`src/rff_defs.svh`:
```
`ifndef RFF_DEFS_SVH
`define RFF_DEFS_SVH

// ----------------------------------------------------------------
// Register indices (byte address is four times the index)
// ----------------------------------------------------------------
`define RFF_IDX_ERR 8'h06
`define RFF_IDX_STAT 8'h07
`define RFF_IDX_DATA 8'h09
`define RFF_IDX_LEVEL 8'h0A
`define RFF_IDX_WATER 8'h0B
`define RFF_IDX_CTRL 8'h0C
`define RFF_IDX_FRAME 8'h0D

// ----------------------------------------------------------------
// Field positions and reset values
// ----------------------------------------------------------------
`define RFF_BIT_FLUSH 7
`define RFF_BIT_HALT 7
`define RFF_BIT_GO 6
`define RFF_BIT_IDCOPY 5
`define RFF_BIT_ROLE 4
`define RFF_BIT_LAUNCH 7
`define RFF_BIT_OVFL 4
`define RFF_BIT_HI 1
`define RFF_BIT_LO 0
`define RFF_LOW3_LSB 0
`define RFF_ALIGN_LSB 4
`define RFF_PHASE_LSB 4
`define RFF_WATER_RST 6'h08
`define RFF_MSB_POS 3'h7

// ----------------------------------------------------------------
// Sizes and codes
// ----------------------------------------------------------------
`define RFF_DEPTH 64
`define RFF_ID_LAST 4'h9
`define RFF_PHASE_IDLE 3'h0
`define RFF_PHASE_WAIT 3'h1
`define RFF_PHASE_SEND 3'h3

`endif

```
`src/rff_pkg.sv`:
```
package rff_pkg;

  typedef struct packed {
    logic psel;
    logic penable;
    logic pwrite;
    logic [7:0] paddr;
    logic [31:0] pwdata;
  } rff_apb_req_t;

  typedef struct packed {
    logic pready;
    logic pslverr;
    logic [31:0] prdata;
  } rff_apb_rsp_t;

  typedef enum logic [1:0] {
    RFF_IDLE,
    RFF_WAIT,
    RFF_SEND
  } rff_phase_t;

  typedef struct packed {
    rff_apb_rsp_t rsp;
    logic [5:0] water;
    logic role;
    logic [2:0] align;
    logic [2:0] txlast;
    logic ovfl;
    logic [2:0] last_bits;
    rff_phase_t phase;
    logic [2:0] phase_code;
    logic id_busy;
    logic [3:0] id_cnt;
    logic rx_busy;
    logic [2:0] rx_pos;
    logic [7:0] rx_acc;
    logic rx_pend;
    logic [7:0] rx_hold;
    logic tx_pend;
    logic [7:0] tx_byte;
    logic tx_valid;
    logic tx_start;
    logic halt;
    logic go;
    logic hi;
    logic lo;
  } rff_top_st_t;

endpackage

```
`src/rff_fifo.sv`:
```
`timescale 1ns/1ps
`default_nettype none
`include "rff_defs.svh"

module rff_fifo #(
  parameter int WIDTH = 8,
  parameter int DEPTH = `RFF_DEPTH,
  parameter int AW = $clog2(DEPTH)
) (
  input wire logic sys_clk_i, // System clock
  input wire logic rst_i, // Async reset, active high
  input wire logic push_i, // Store wdata_i unless full
  input wire logic [WIDTH-1:0] wdata_i, // Byte to store
  input wire logic pop_i, // Drop head unless empty
  input wire logic flush_i, // Clear pointers, wins over push
  output logic [WIDTH-1:0] rdata_o, // Head entry
  output logic [AW:0] count_o, // Entries held
  output logic full_o, // No room left
  output logic empty_o // Nothing held
);
  import rff_pkg::*;

  typedef struct packed {
    logic [AW-1:0] wp;
    logic [AW-1:0] rp;
    logic [AW:0] cnt;
  } rff_fifo_st_t;

  rff_fifo_st_t s_q, s_d;
  logic [WIDTH-1:0] mem [DEPTH];
  logic do_push, do_pop;

  assign full_o = s_q.cnt == (AW+1)'(DEPTH);
  assign empty_o = s_q.cnt == '0;
  assign count_o = s_q.cnt;
  assign rdata_o = mem[s_q.rp];
  assign do_push = push_i & ~full_o & ~flush_i;
  assign do_pop = pop_i & ~empty_o & ~flush_i;

  always_comb begin
    s_d = s_q;
    if (flush_i) begin
      s_d = '0;
    end else begin
      if (do_push) s_d.wp = s_q.wp + 1'b1;
      if (do_pop) s_d.rp = s_q.rp + 1'b1;
      s_d.cnt = s_q.cnt + {{AW{1'b0}}, do_push}
                - {{AW{1'b0}}, do_pop};
    end
  end

  always_ff @(posedge sys_clk_i or posedge rst_i) begin
    if (rst_i) begin
      s_q <= '0;
    end else begin
      s_q <= s_d;
    end
  end

  // Storage has no reset; only the pointers say what is valid
  always_ff @(posedge sys_clk_i) begin
    if (do_push) mem[s_q.wp] <= wdata_i;
  end
endmodule // rff_fifo
`default_nettype wire

```
`src/rff_top.sv`:
```
// Register access over APB was chosen for this implementation.
`timescale 1ns/1ps
`default_nettype none
`include "rff_defs.svh"

module rff_top #(
  parameter int DEPTH = `RFF_DEPTH,
  parameter int LW = $clog2(DEPTH) + 1,
  parameter logic [79:0] STORED_ID = 80'h0123_4567_89AB_CDEF_0F1E // Arbitrary
) (
  input wire logic sys_clk_i, // 200 MHz system clock
  input wire logic rst_i, // Async reset, active high
  input wire rff_pkg::rff_apb_req_t apb_req_i, // APB request
  output rff_pkg::rff_apb_rsp_t apb_rsp_o, // APB response
  input wire logic transceive_active_i, // Exchange command running
  input wire logic tx_pop_i, // Modem asks for next byte
  input wire logic tx_done_i, // Modem finished sending
  input wire logic rx_bit_valid_i, // Received bit strobe
  input wire logic rx_bit_i, // Received bit value
  input wire logic rx_frame_end_i, // Received frame ended
  output logic [7:0] tx_byte_o, // Byte handed to modem
  output logic tx_byte_valid_o, // Pulse: tx_byte_o is valid
  output logic tx_start_o, // Pulse: begin transmission
  output logic [2:0] tx_final_bit_count_o, // Bits sent of last byte
  output logic [2:0] rx_first_bit_position_o, // Rx alignment
  output logic [2:0] modem_phase_o, // Modem phase code
  output logic timer_halt_o, // Pulse: stop timer
  output logic timer_go_o, // Pulse: start timer
  output logic initiator_o, // Role: 1 initiator, 0 target
  output logic near_full_alert_o, // Little free space
  output logic near_empty_alert_o, // Few bytes held
  output logic overflow_error_flag_o // Push to full buffer or received byte lost
);
  import rff_pkg::*;

  rff_top_st_t s_q, s_d;
  logic xfer, wr, rde, mapped, ctl_wr;
  logic push, pop, flush, served, data_rd_open;
  logic [7:0] push_byte, rd, fifo_rdata, racc;
  logic [2:0] rpos;
  logic rbyte;
  logic [LW-1:0] level;
  logic fifo_full, fifo_empty;

  function automatic logic hit(input logic [7:0] addr,
                               input logic [7:0] idx);
    return addr[7:2] == idx[5:0];
  endfunction

  function automatic logic [2:0] phase_code(input rff_phase_t p);
    unique case (p)
      RFF_IDLE: return `RFF_PHASE_IDLE;
      RFF_WAIT: return `RFF_PHASE_WAIT;
      RFF_SEND: return `RFF_PHASE_SEND;
    endcase
  endfunction

  // ----------------------------------------------------------------
  // Buffer
  // ----------------------------------------------------------------
  rff_fifo #(
    .WIDTH(8),
    .DEPTH(DEPTH)
  ) u_fifo (
    .sys_clk_i(sys_clk_i),
    .rst_i(rst_i),
    .push_i(push),
    .wdata_i(push_byte),
    .pop_i(pop),
    .flush_i(flush),
    .rdata_o(fifo_rdata),
    .count_o(level),
    .full_o(fifo_full),
    .empty_o(fifo_empty)
  );

  assign xfer = apb_req_i.psel & apb_req_i.penable & s_q.rsp.pready;
  assign wr = xfer & apb_req_i.pwrite;
  assign rde = xfer & ~apb_req_i.pwrite;
  assign ctl_wr = wr & hit(apb_req_i.paddr, `RFF_IDX_CTRL);
  assign data_rd_open = apb_req_i.psel & ~apb_req_i.pwrite &
                        hit(apb_req_i.paddr, `RFF_IDX_DATA);

  // ----------------------------------------------------------------
  // Next state
  // ----------------------------------------------------------------
  always_comb begin
    s_d = s_q;
    push = 1'b0;
    pop = 1'b0;
    flush = 1'b0;
    served = 1'b0;
    push_byte = '0;
    rd = '0;
    mapped = 1'b1;

    // Read-back; write-only strobes always read as zero
    if (hit(apb_req_i.paddr, `RFF_IDX_DATA)) begin
      rd = fifo_empty ? 8'h00 : fifo_rdata;
    end else if (hit(apb_req_i.paddr, `RFF_IDX_LEVEL)) begin
      rd = 8'(level);
    end else if (hit(apb_req_i.paddr, `RFF_IDX_WATER)) begin
      rd = {2'b00, s_q.water};
    end else if (hit(apb_req_i.paddr, `RFF_IDX_CTRL)) begin
      rd[`RFF_BIT_IDCOPY] = s_q.id_busy;
      rd[`RFF_BIT_ROLE] = s_q.role;
      rd[`RFF_LOW3_LSB +: 3] = s_q.last_bits;
    end else if (hit(apb_req_i.paddr, `RFF_IDX_FRAME)) begin
      rd[`RFF_ALIGN_LSB +: 3] = s_q.align;
      rd[`RFF_LOW3_LSB +: 3] = s_q.txlast;
    end else if (hit(apb_req_i.paddr, `RFF_IDX_ERR)) begin
      rd[`RFF_BIT_OVFL] = s_q.ovfl;
    end else if (hit(apb_req_i.paddr, `RFF_IDX_STAT)) begin
      rd[`RFF_BIT_HI] = s_q.hi;
      rd[`RFF_BIT_LO] = s_q.lo;
      rd[`RFF_PHASE_LSB +: 3] = s_q.phase_code;
    end else begin
      mapped = 1'b0;
    end

    // One wait state: the answer comes from flops
    s_d.rsp.pready = apb_req_i.psel & apb_req_i.penable
                     & ~s_q.rsp.pready;
    s_d.rsp.pslverr = s_d.rsp.pready & ~mapped;
    s_d.rsp.prdata = {24'h000000, rd};

    // Register writes
    if (wr && hit(apb_req_i.paddr, `RFF_IDX_WATER)) begin
      s_d.water = apb_req_i.pwdata[5:0];
    end
    if (wr && hit(apb_req_i.paddr, `RFF_IDX_LEVEL) &&
        apb_req_i.pwdata[`RFF_BIT_FLUSH]) begin
      flush = 1'b1;
      s_d.ovfl = 1'b0;
    end
    s_d.halt = ctl_wr & apb_req_i.pwdata[`RFF_BIT_HALT];
    s_d.go = ctl_wr & apb_req_i.pwdata[`RFF_BIT_GO];
    if (ctl_wr) begin
      s_d.role = apb_req_i.pwdata[`RFF_BIT_ROLE];
      if (apb_req_i.pwdata[`RFF_BIT_IDCOPY] && !s_q.id_busy) begin
        s_d.id_busy = 1'b1;
        s_d.id_cnt = '0;
      end
    end
    if (wr && hit(apb_req_i.paddr, `RFF_IDX_FRAME)) begin
      s_d.align = apb_req_i.pwdata[`RFF_ALIGN_LSB +: 3];
      s_d.txlast = apb_req_i.pwdata[`RFF_LOW3_LSB +: 3];
    end

    // Modem phase; launch counts only while waiting for it
    s_d.tx_start = 1'b0;
    unique case (s_q.phase)
      RFF_IDLE: begin
        if (transceive_active_i) s_d.phase = RFF_WAIT;
      end
      RFF_WAIT: begin
        if (wr && hit(apb_req_i.paddr, `RFF_IDX_FRAME) &&
            apb_req_i.pwdata[`RFF_BIT_LAUNCH]) begin
          s_d.phase = RFF_SEND;
          s_d.tx_start = 1'b1;
        end
      end
      RFF_SEND: begin
        if (tx_done_i) s_d.phase = RFF_WAIT;
      end
    endcase
    if (!transceive_active_i) begin
      s_d.phase = RFF_IDLE;
      s_d.tx_start = 1'b0;
    end
    s_d.phase_code = phase_code(s_d.phase);

    // Pops: host first; modem waits while any APB transfer is open
    // so the read data latched in the access phase stays the head
    if (rde && hit(apb_req_i.paddr, `RFF_IDX_DATA)) begin
      pop = ~fifo_empty;
    end else if (s_q.tx_pend && !fifo_empty && !apb_req_i.psel) begin
      pop = 1'b1;
      served = 1'b1;
    end
    s_d.tx_valid = served;
    if (served) s_d.tx_byte = fifo_rdata;
    s_d.tx_pend = (s_q.tx_pend & ~served) | tx_pop_i;

    // Pushes: host, then received byte, then identifier copy
    if (wr && hit(apb_req_i.paddr, `RFF_IDX_DATA)) begin
      push = 1'b1;
      push_byte = apb_req_i.pwdata[7:0];
    end else if (flush || data_rd_open) begin
      // Internal pushes wait while a data port read is open, so an
      // empty read cannot pop a byte that arrived after prdata latched
      push = 1'b0;
    end else if (s_q.rx_pend) begin
      push = 1'b1;
      push_byte = s_q.rx_hold;
      s_d.rx_pend = 1'b0;
    end else if (s_q.id_busy) begin
      push = 1'b1;
      push_byte = STORED_ID[{s_q.id_cnt, 3'b000} +: 8];
      s_d.id_cnt = s_q.id_cnt + 1'b1;
      if (s_q.id_cnt == `RFF_ID_LAST) s_d.id_busy = 1'b0;
    end
    // Set wins over the flush clear above
    if (push && fifo_full) s_d.ovfl = 1'b1;

    // Receive bit assembly from the alignment position
    rpos = s_q.rx_busy ? s_q.rx_pos : s_q.align;
    racc = s_q.rx_busy ? s_q.rx_acc : 8'h00;
    rbyte = 1'b0;
    if (rx_bit_valid_i) begin
      racc[rpos] = rx_bit_i;
      s_d.rx_busy = 1'b1;
      if (rpos == `RFF_MSB_POS) rbyte = 1'b1;
      rpos = rpos + 1'b1;
    end
    if (rx_frame_end_i && (s_q.rx_busy || rx_bit_valid_i)) begin
      s_d.rx_busy = 1'b0;
      s_d.last_bits = rpos;
      if (rpos != '0) rbyte = 1'b1;
    end
    s_d.rx_pos = rpos;
    s_d.rx_acc = rbyte ? 8'h00 : racc;
    if (rbyte) begin
      // A byte still waiting is overwritten; flag the loss
      if (s_d.rx_pend) s_d.ovfl = 1'b1;
      s_d.rx_hold = racc;
      s_d.rx_pend = 1'b1;
    end

    // Alerts follow the fill count one cycle late
    s_d.hi = (LW'(DEPTH) - level) <= LW'(s_q.water);
    s_d.lo = level <= LW'(s_q.water);
  end

  always_ff @(posedge sys_clk_i or posedge rst_i) begin
    if (rst_i) begin
      s_q <= '0;
      s_q.water <= `RFF_WATER_RST;
    end else begin
      s_q <= s_d;
    end
  end

  // ----------------------------------------------------------------
  // Outputs
  // ----------------------------------------------------------------
  assign apb_rsp_o = s_q.rsp;
  assign tx_byte_o = s_q.tx_byte;
  assign tx_byte_valid_o = s_q.tx_valid;
  assign tx_start_o = s_q.tx_start;
  assign tx_final_bit_count_o = s_q.txlast;
  assign rx_first_bit_position_o = s_q.align;
  assign modem_phase_o = s_q.phase_code;
  assign timer_halt_o = s_q.halt;
  assign timer_go_o = s_q.go;
  assign initiator_o = s_q.role;
  assign near_full_alert_o = s_q.hi;
  assign near_empty_alert_o = s_q.lo;
  assign overflow_error_flag_o = s_q.ovfl;
endmodule // rff_top
`default_nettype wire

```
`config.mk`:
```
export PLATFORM = sky130hd
export DESIGN_NAME = rff_top
export DESIGN_NICKNAME = d
export VERILOG_FILES = /design/src/rff_pkg.sv /design/src/rff_fifo.sv /design/src/rff_top.sv
export VERILOG_INCLUDE_DIRS = /design/src /design/src/src
export SDC_FILE = /design/constraint.sdc
export NUM_CORES = 1
export LEC_CHECK = 0
export ABC_CLOCK_PERIOD_IN_PS = 9700
export BUFFER_PORTS_ARGS = -buffer_cell sky130_fd_sc_hd__buf_2
export CORE_AREA = 2 2 307 309
export DETAILED_ROUTE_END_ITERATION = 6
export DIE_AREA = 0 0 309 311
export GPL_TIMING_DRIVEN = 0
export PLACE_DENSITY = 0.5
export SYNTH_ARGS = -nofsm -noshare
export SYNTH_HDL_FRONTEND = slang
export SYNTH_HIERARCHICAL = 1
export SYNTH_SLANG_ARGS = --single-unit
```
`constraint.sdc`:
```
create_clock -name sys_clk_i -period 9.7 [get_ports sys_clk_i]
set_input_delay 1.455 -clock sys_clk_i [delete_from_list [all_inputs] [get_ports sys_clk_i]]
set_output_delay 1.455 -clock sys_clk_i [all_outputs]
set_load 0.01 [all_outputs]
```
; After elaboration in Yosys (flattened, before gate mapping)
; Memories as Yosys holds them, arrays and structs flattened.
; Cells that the tools add are included.
[classes]
n_mux = 77
n_reduce_logical = 25
n_bitwise = 24
addsub = 7
n_lt_le_gt_ge = 4
n_eq_ne = 14
shift = 1
[ops]
columns = op, n
row1 = "80-bit by 8-bit variable part select with 8-bit output, first input constant", 1
row2 = 8-bit 2-to-1 mux, 9
row3 = 1-bit 2-to-1 mux, 38
row4 = "6-bit by 4-bit equality test with 1-bit output, second input constant", 5
row5 = 5-bit 2-to-1 mux, 6
row6 = 3-bit 2-to-1 mux, 7
row7 = 19-bit 2-to-1 mux, 1
row8 = 1-bit AND, 16
row9 = 2-bit 2-to-1 mux, 8
row10 = 7-bit by 6-bit less-or-equal comparator with 1-bit output, 2
row11 = 1-bit logical AND, 13
row12 = "6-bit by 1-bit adder with 6-bit output, second input constant", 2
row13 = "6-bit by 3-bit equality test with 1-bit output, second input constant", 2
row14 = 6-bit 2-to-1 mux, 2
row15 = 9-bit 2-to-1 mux, 1
row16 = 3-bit one-hot mux with 3 select lines, 1
row17 = 8-bit bitwise mux, 1
row18 = 7-bit by 1-bit adder with 7-bit output, 1
row19 = "7-bit equality test, second input constant", 1
row20 = 7-bit zero test, 1
row21 = 7-bit 2-to-1 mux, 1
row22 = 1-bit NOT, 7
row23 = 7-bit by 1-bit subtractor with 7-bit output, 1
row24 = "7-bit subtractor, first input constant", 1
row25 = 16 further kinds, 24
[totals]
output_inout_bits = 59
memories = 1
register_bits = 92
ram_bits = 512
input_bits = 51
wordCells = 182
[memory_table]
columns = memory, words, width, read_ports, rd_ports_with_merged_regs, wr, line
row1 = u_fifo.mem, 64, 8, 1, 0, 1, rff_fifo.sv:30  ; logic [WIDTH-1:0] mem [DEPTH];

; Depth between registers and ports, before layout
[depth]
word_depth = 14
mapped_depth = 18
depth_no_buf = 16

; Modules after synthesis
; The synthesis kept the hierarchy.
[modules_own_cells]
columns = mod, seq_area_each_um2, instances, cells_each, area_each_um2
row1 = rff_fifo, 15850.2, 1, 1079, 21179.1
row2 = rff_top, 1803.0, 1, 476, 4553.1

; Worst setup path after synthesis
; No wires, ideal clock.
[synth_path]
path_type = in2reg
start = input apb_req_i[37] (netlist bit)
end = register u_fifo.s_q, in the netlist u_fifo/count_o[6]
n_path_buf = 2
setup_slack_ns = 5.138
required_time_ns = 9.575
setup_ns = 0.125
path_stages = 18
arrival_time_ns = 4.437
cell_sequence = buf_2 -> nor2b_1 -> buf_2 -> nand2_1 -> o221ai_1 -> nand2_1 -> inv_1 -> nor3_1 -> inv_1 -> ha_1 -> inv_1 -> ha_1 -> fa_1 -> a21oi_1 -> o21bai_1 -> a21o_1 -> a21oi_1 -> mux2_2
[synth_rtl]
columns = item, line
row1 = "start, declared", rff_top.sv:13  ; input wire rff_pkg::rff_apb_req_t apb_req_i,
row2 = "end signal, assigned", rff_fifo.sv:54  ; s_q <= '0;
row3 = "end signal, assigned", rff_fifo.sv:56  ; s_q <= s_d;
row4 = "end, declared", rff_fifo.sv:29  ; rff_fifo_st_t s_q, s_d;

; Worst setup path after layout
[layout_path]
start = input apb_req_i[42] (netlist bit)
end = memory u_fifo.mem[21][4] (enable)
[layout_via]
elab_chain_cells = 13
word_cells_on_any_way = 17
cone_classes = 5 x mux / 8 x bitwise / 4 x reduce/logical
[layout_lines]
columns = item, line
row1 = 1-bit AND (2 in series), rff_top.sv:77  ; assign xfer = apb_req_i.psel & apb_req_i.penable & s_q.rsp.pready;
row2 = 1-bit AND, rff_top.sv:78  ; assign wr = xfer & apb_req_i.pwrite;
row3 = 1-bit logical AND (2 in series), rff_top.sv:131  ; if (wr && hit(apb_req_i.paddr, `RFF_IDX_LEVEL) &&
row4 = 1-bit 2-to-1 mux, rff_top.sv:131
row5 = 1-bit logical OR, rff_top.sv:189  ; end else if (flush || data_rd_open) begin
row6 = 1-bit 2-to-1 mux, rff_top.sv:189
row7 = 1-bit 2-to-1 mux *, rff_top.sv:186  ; if (wr && hit(apb_req_i.paddr, `RFF_IDX_DATA)) begin
row8 = net push, rff_top.sv:38  ; logic push, pop, flush, served, data_rd_open;
row9 = 1-bit AND * (2 in series), rff_fifo.sv:37  ; assign do_push = push_i & ~full_o & ~flush_i;
row10 = 1-bit 2-to-1 mux *, rff_fifo.sv:62  ; if (do_push) mem[s_q.wp] <= wdata_i;
row11 = 1-bit 2-to-1 mux (implied by the code) *, rff_fifo.sv:62
row12 = "end, declared", rff_fifo.sv:30
; Mark *: on every way through the listed nets, which the timed path passes. The rest lies on a longest branch.

==> summary.md <==
| Metric | Value |
|---|---|
| Mapped Area | 25700 um2 |
| Power Total | 0.00810 W |
| Outcome | complete, no violations |
| Commonest non-fill, non-tap cell in the layout | edfxtp_1 |
| Final worst path period share | 0.485 |
| Largest net degree at the start of global routing | 69 |
| CP top delay family | simple AND/OR/NAND/NOR gates |
| RSZ-0062 raised after global routing | no |
| Clk_lat worst skew | 0.63 ns |
| Worst r2r dst | u_fifo/mem[21][4] |
| Hold-fix buffers at CTS | 0 |
| Ys async rst share | 0.151 |
| Clk slew on worst S/H paths | 0.06 ns |
| Synth warnings | 6 |
| Switch Pwr | 0.00271 W |
| CTS tree | built |
| Worst-margin pin slew | 1.21 ns |
| # port buffers | 55 |
| Row count | 112 |
| Remaining DRCs | 0 |
| CTS max path bufs | 3 |
| Sw Ratio | 0.334 |
| Fin crit period | 4.70 ns |
| Area growth syn-to-layout | 17.5% |
| CP max stage delay | 1.00 ns |
| IO Pins | 110 |
| Reg2reg path depth | 8 |
| Routed wire length | 70.0 mm |
| Hold slack | 0.505 ns |
| Total track usage | 0.145 |
| # setup viols final | 0 |
| WP data required | 9.94 ns |
| Top cells by area in the synthesized netlist | edfxtp_1 (60%), dfrtp_1 (8.8%), mux4_2 (8.1%) |
| EDFF count, synth | 512 |
| Setup crit end kind | flip-flop |
| Synth top area share | 0.597 |
| Final ANT Viol Nets | 0 |
| CTS resizes | 0 |
| Cell variety after synth | 84 |
| Worst-path cell chain | buf_2 -> and4_1 -> buf_2 -> nand3_1 -> nand2_1 -> inv_1 -> nor3_1 -> nand3_1 -> nor2_1 |
| Endpoints failing hold | 0 |
| Post-synthesis sequential area ratio | 0.686 |
| Critical-path maximum fanout | 10 |
| First-pass GRT wire length | 102 mm |
| Combinational fraction of design power | 0.321 |
| HP Start | tx_byte_o[4] |
| Slew Viols, Final | 0 |
| Commonest cells after routing, fill and taps aside | edfxtp_1 (512), nor2_1 (119), mux4_2 (92), dfrtp_1 (90), mux2i_1 (85) |
| Nets | 1807 |
| Antenna violations before repair | 2 |
| Syn Inst Count | 1555 |
| R2R setup slack | 5.55 ns |
| Worst Hold End | tx_byte_o[4] |
| DP HPWL | 48.9 mm |
| Total CTS buffers | 68 |
| Worst EP arrival | 4.94 ns |
| Leading area contributor after synthesis | edfxtp_1 |
| Vias in the first global route | 14600 |
| Via/cell ratio | 4.81 |
| Seq pwr share | 0.375 |
| Power per cell area | 268 nW/um2 |
| Layout cell share with drive strength beyond 1 | 0.230 |
| Syn avg cell area | 16.5 um2 |
| Horiz. Die Dim | 309 um |
| Core Region | 92800 um2 |
| DRT Pass-1 Iters | 5 |
| Max Cap Viol | 0 |
| Routed length per instance | 23.2 um |
| Htree depth | 3 |
| Lkg Pwr | 10.6 nW |
| WS Path Type | in2reg |
| Hold path depth | 1 |
| Worst setup path start | apb_req_i[42] |
| Fmax | 0.213 GHz |
| Cell Int Power | 0.00539 W |
| Routed vias | 14600 |
| Root buffer cell | clkbuf_16 |
| Iteration-0 DRC Markers | 1201 |
| Clk pwr share | 0.304 |
| Worst hold-check path type | reg2reg |
| Die ar. | 96100 um2 |
| Main synth FF type | edfxtp_1 |
| Placer congestion estimate | 0.850 |
| Starting Density | 0.277 |
| Maximum VDD drop | 0.138 mV |
| CP Buf/Inv Count | 3 |
| Setup TNS | 0 ns |
| Clk_skew | 0.0422 ns |
| Number of setup buffers added after CTS | 0 |
| Yosys reg bits | 603 |
| Worst Setup Start Kind | input pin |
| Reg2reg start | apb_rsp_o[33] |
| Gr ovfl total | 0 |
| Clock sink count | 603 |
| Die height | 311 um |
| Slowest CP cell | nor2_1 |
| Worst slew margin | 0.189 |
-- synthesized netlist by cell type, drive strengths merged, types with 3 or more instances --
library cell,instances
a2111oi,7
a211oi,27
a21o,5
a21oi,41
a22o,7
a22oi,22
a31oi,14
and2,7
and3,12
buf,112
clkbuf,23
dfrtp,90
edfxtp,512
ha,37
inv,33
mux2,31
mux2i,86
mux4,97
nand2,59
nand2b,17
nand3,18
nand3b,6
nand4,4
nor2,120
nor2b,14
nor3,6
nor3b,4
nor4b,3
o211ai,14
o21a,7
o21ai,32
o221ai,5
o22ai,27
o31ai,3
xnor2,12
xor2,9
-- worst max path at each step --
stage	endpoint	slack, ns	cells after the start
4_1_cts	u_fifo/mem[22][6]	5.02	10
6_report	u_fifo/mem[21][4]	5.00	9
5_1_grt	u_fifo/mem[22][0]	4.78	10
2_1_floorplan	u_fifo/count_o[6]	5.14	18
3_5_place_dp	u_fifo/mem[22][0]	4.35	10
3_3_place_gp	u_fifo/mem[16][4]	2.37	7
-- power by group through the flow --
| stage | Sequential [W] | Combinational, W | Clock (W) |
|---|---|---|---|
| floorplan | 0.00307 | 0.00166 | 0 |
| global placement | 0.00310 | 0.00254 | 0 |
| detailed placement | 0.00309 | 0.00260 | 0 |
| CTS | 0.00304 | 0.00261 | 0.00252 |
| global route | 0.00305 | 0.00275 | 0.00263 |
| finish | 0.00304 | 0.00260 | 0.00246 |
-- logic make-up after synthesis --
| kind of cell | count (synthesis) | synth area share |
|---|---|---|
| flops | 603 | 0.686 |
| other cells | 1 | 0.000146 |
| xor+xnor | 21 | 0.00715 |
| mux | 214 | 0.134 |
| buf+inv | 168 | 0.0406 |
| compound gates | 225 | 0.0590 |
| simple gates | 285 | 0.0546 |
| fa+ha+maj | 38 | 0.0188 |
-- routing by layer --
metal  track usage  wire length [um]  vias to the layer above
met2         0.235             33700                      452
met1         0.199             31000                     7673
li1              -                 -                     6333
met5             0                 0                        -
met3        0.0202              3590                       92
met4        0.0484              1750                        0
-- final cells by class --
| class | instances | area, um2 |
|---|---|---|
| Buffer | 135 | 922 |
| Clock inverter | 26 | 287 |
| Fill cell | 9099 | 62500 |
| Inverter | 33 | 126 |
| Multi-Input combinational cell | 808 | 7210 |
| Sequential cell | 603 | 17700 |
| Antenna cell | 2 | 5.00 |
| Clock buffer | 94 | 1830 |
| Tap cell | 1254 | 1570 |
| Timing Repair Buffer | 69 | 631 |
-- flip-flops by register name, indices dropped and copies added (netlist names) --
| signal | flops |
|---|---|
| rx_first_bit_position_o | 3 |
| near_full_alert_o | 1 |
| tx_byte_valid_o | 1 |
| timer_halt_o | 1 |
| apb_rsp_o | 10 |
| tx_final_bit_count_o | 3 |
| u_fifo/s_q | 12 |
| u_fifo/mem | 512 |
| s_q | 38 |
| u_fifo/count_o | 7 |
| modem_phase_o | 2 |
| tx_start_o | 1 |
| overflow_error_flag_o | 1 |
| timer_go_o | 1 |
| tx_byte_o | 8 |
| initiator_o | 1 |
| near_empty_alert_o | 1 |
-- per-stage QoR --
step                instance area [um2]  std cells   util  setup WS, ns
floorplan                         25800       1579      -          5.14
detailed placement                28100       2902  0.303          4.35
CTS                               30200       3022  0.326          5.02
global placement                  27700       2888  0.298          2.37
finish                            30200       3024  0.326          5.00
global route                      30200       3022  0.326          4.78
Note: power is estimated with default switching activity, not from simulation.
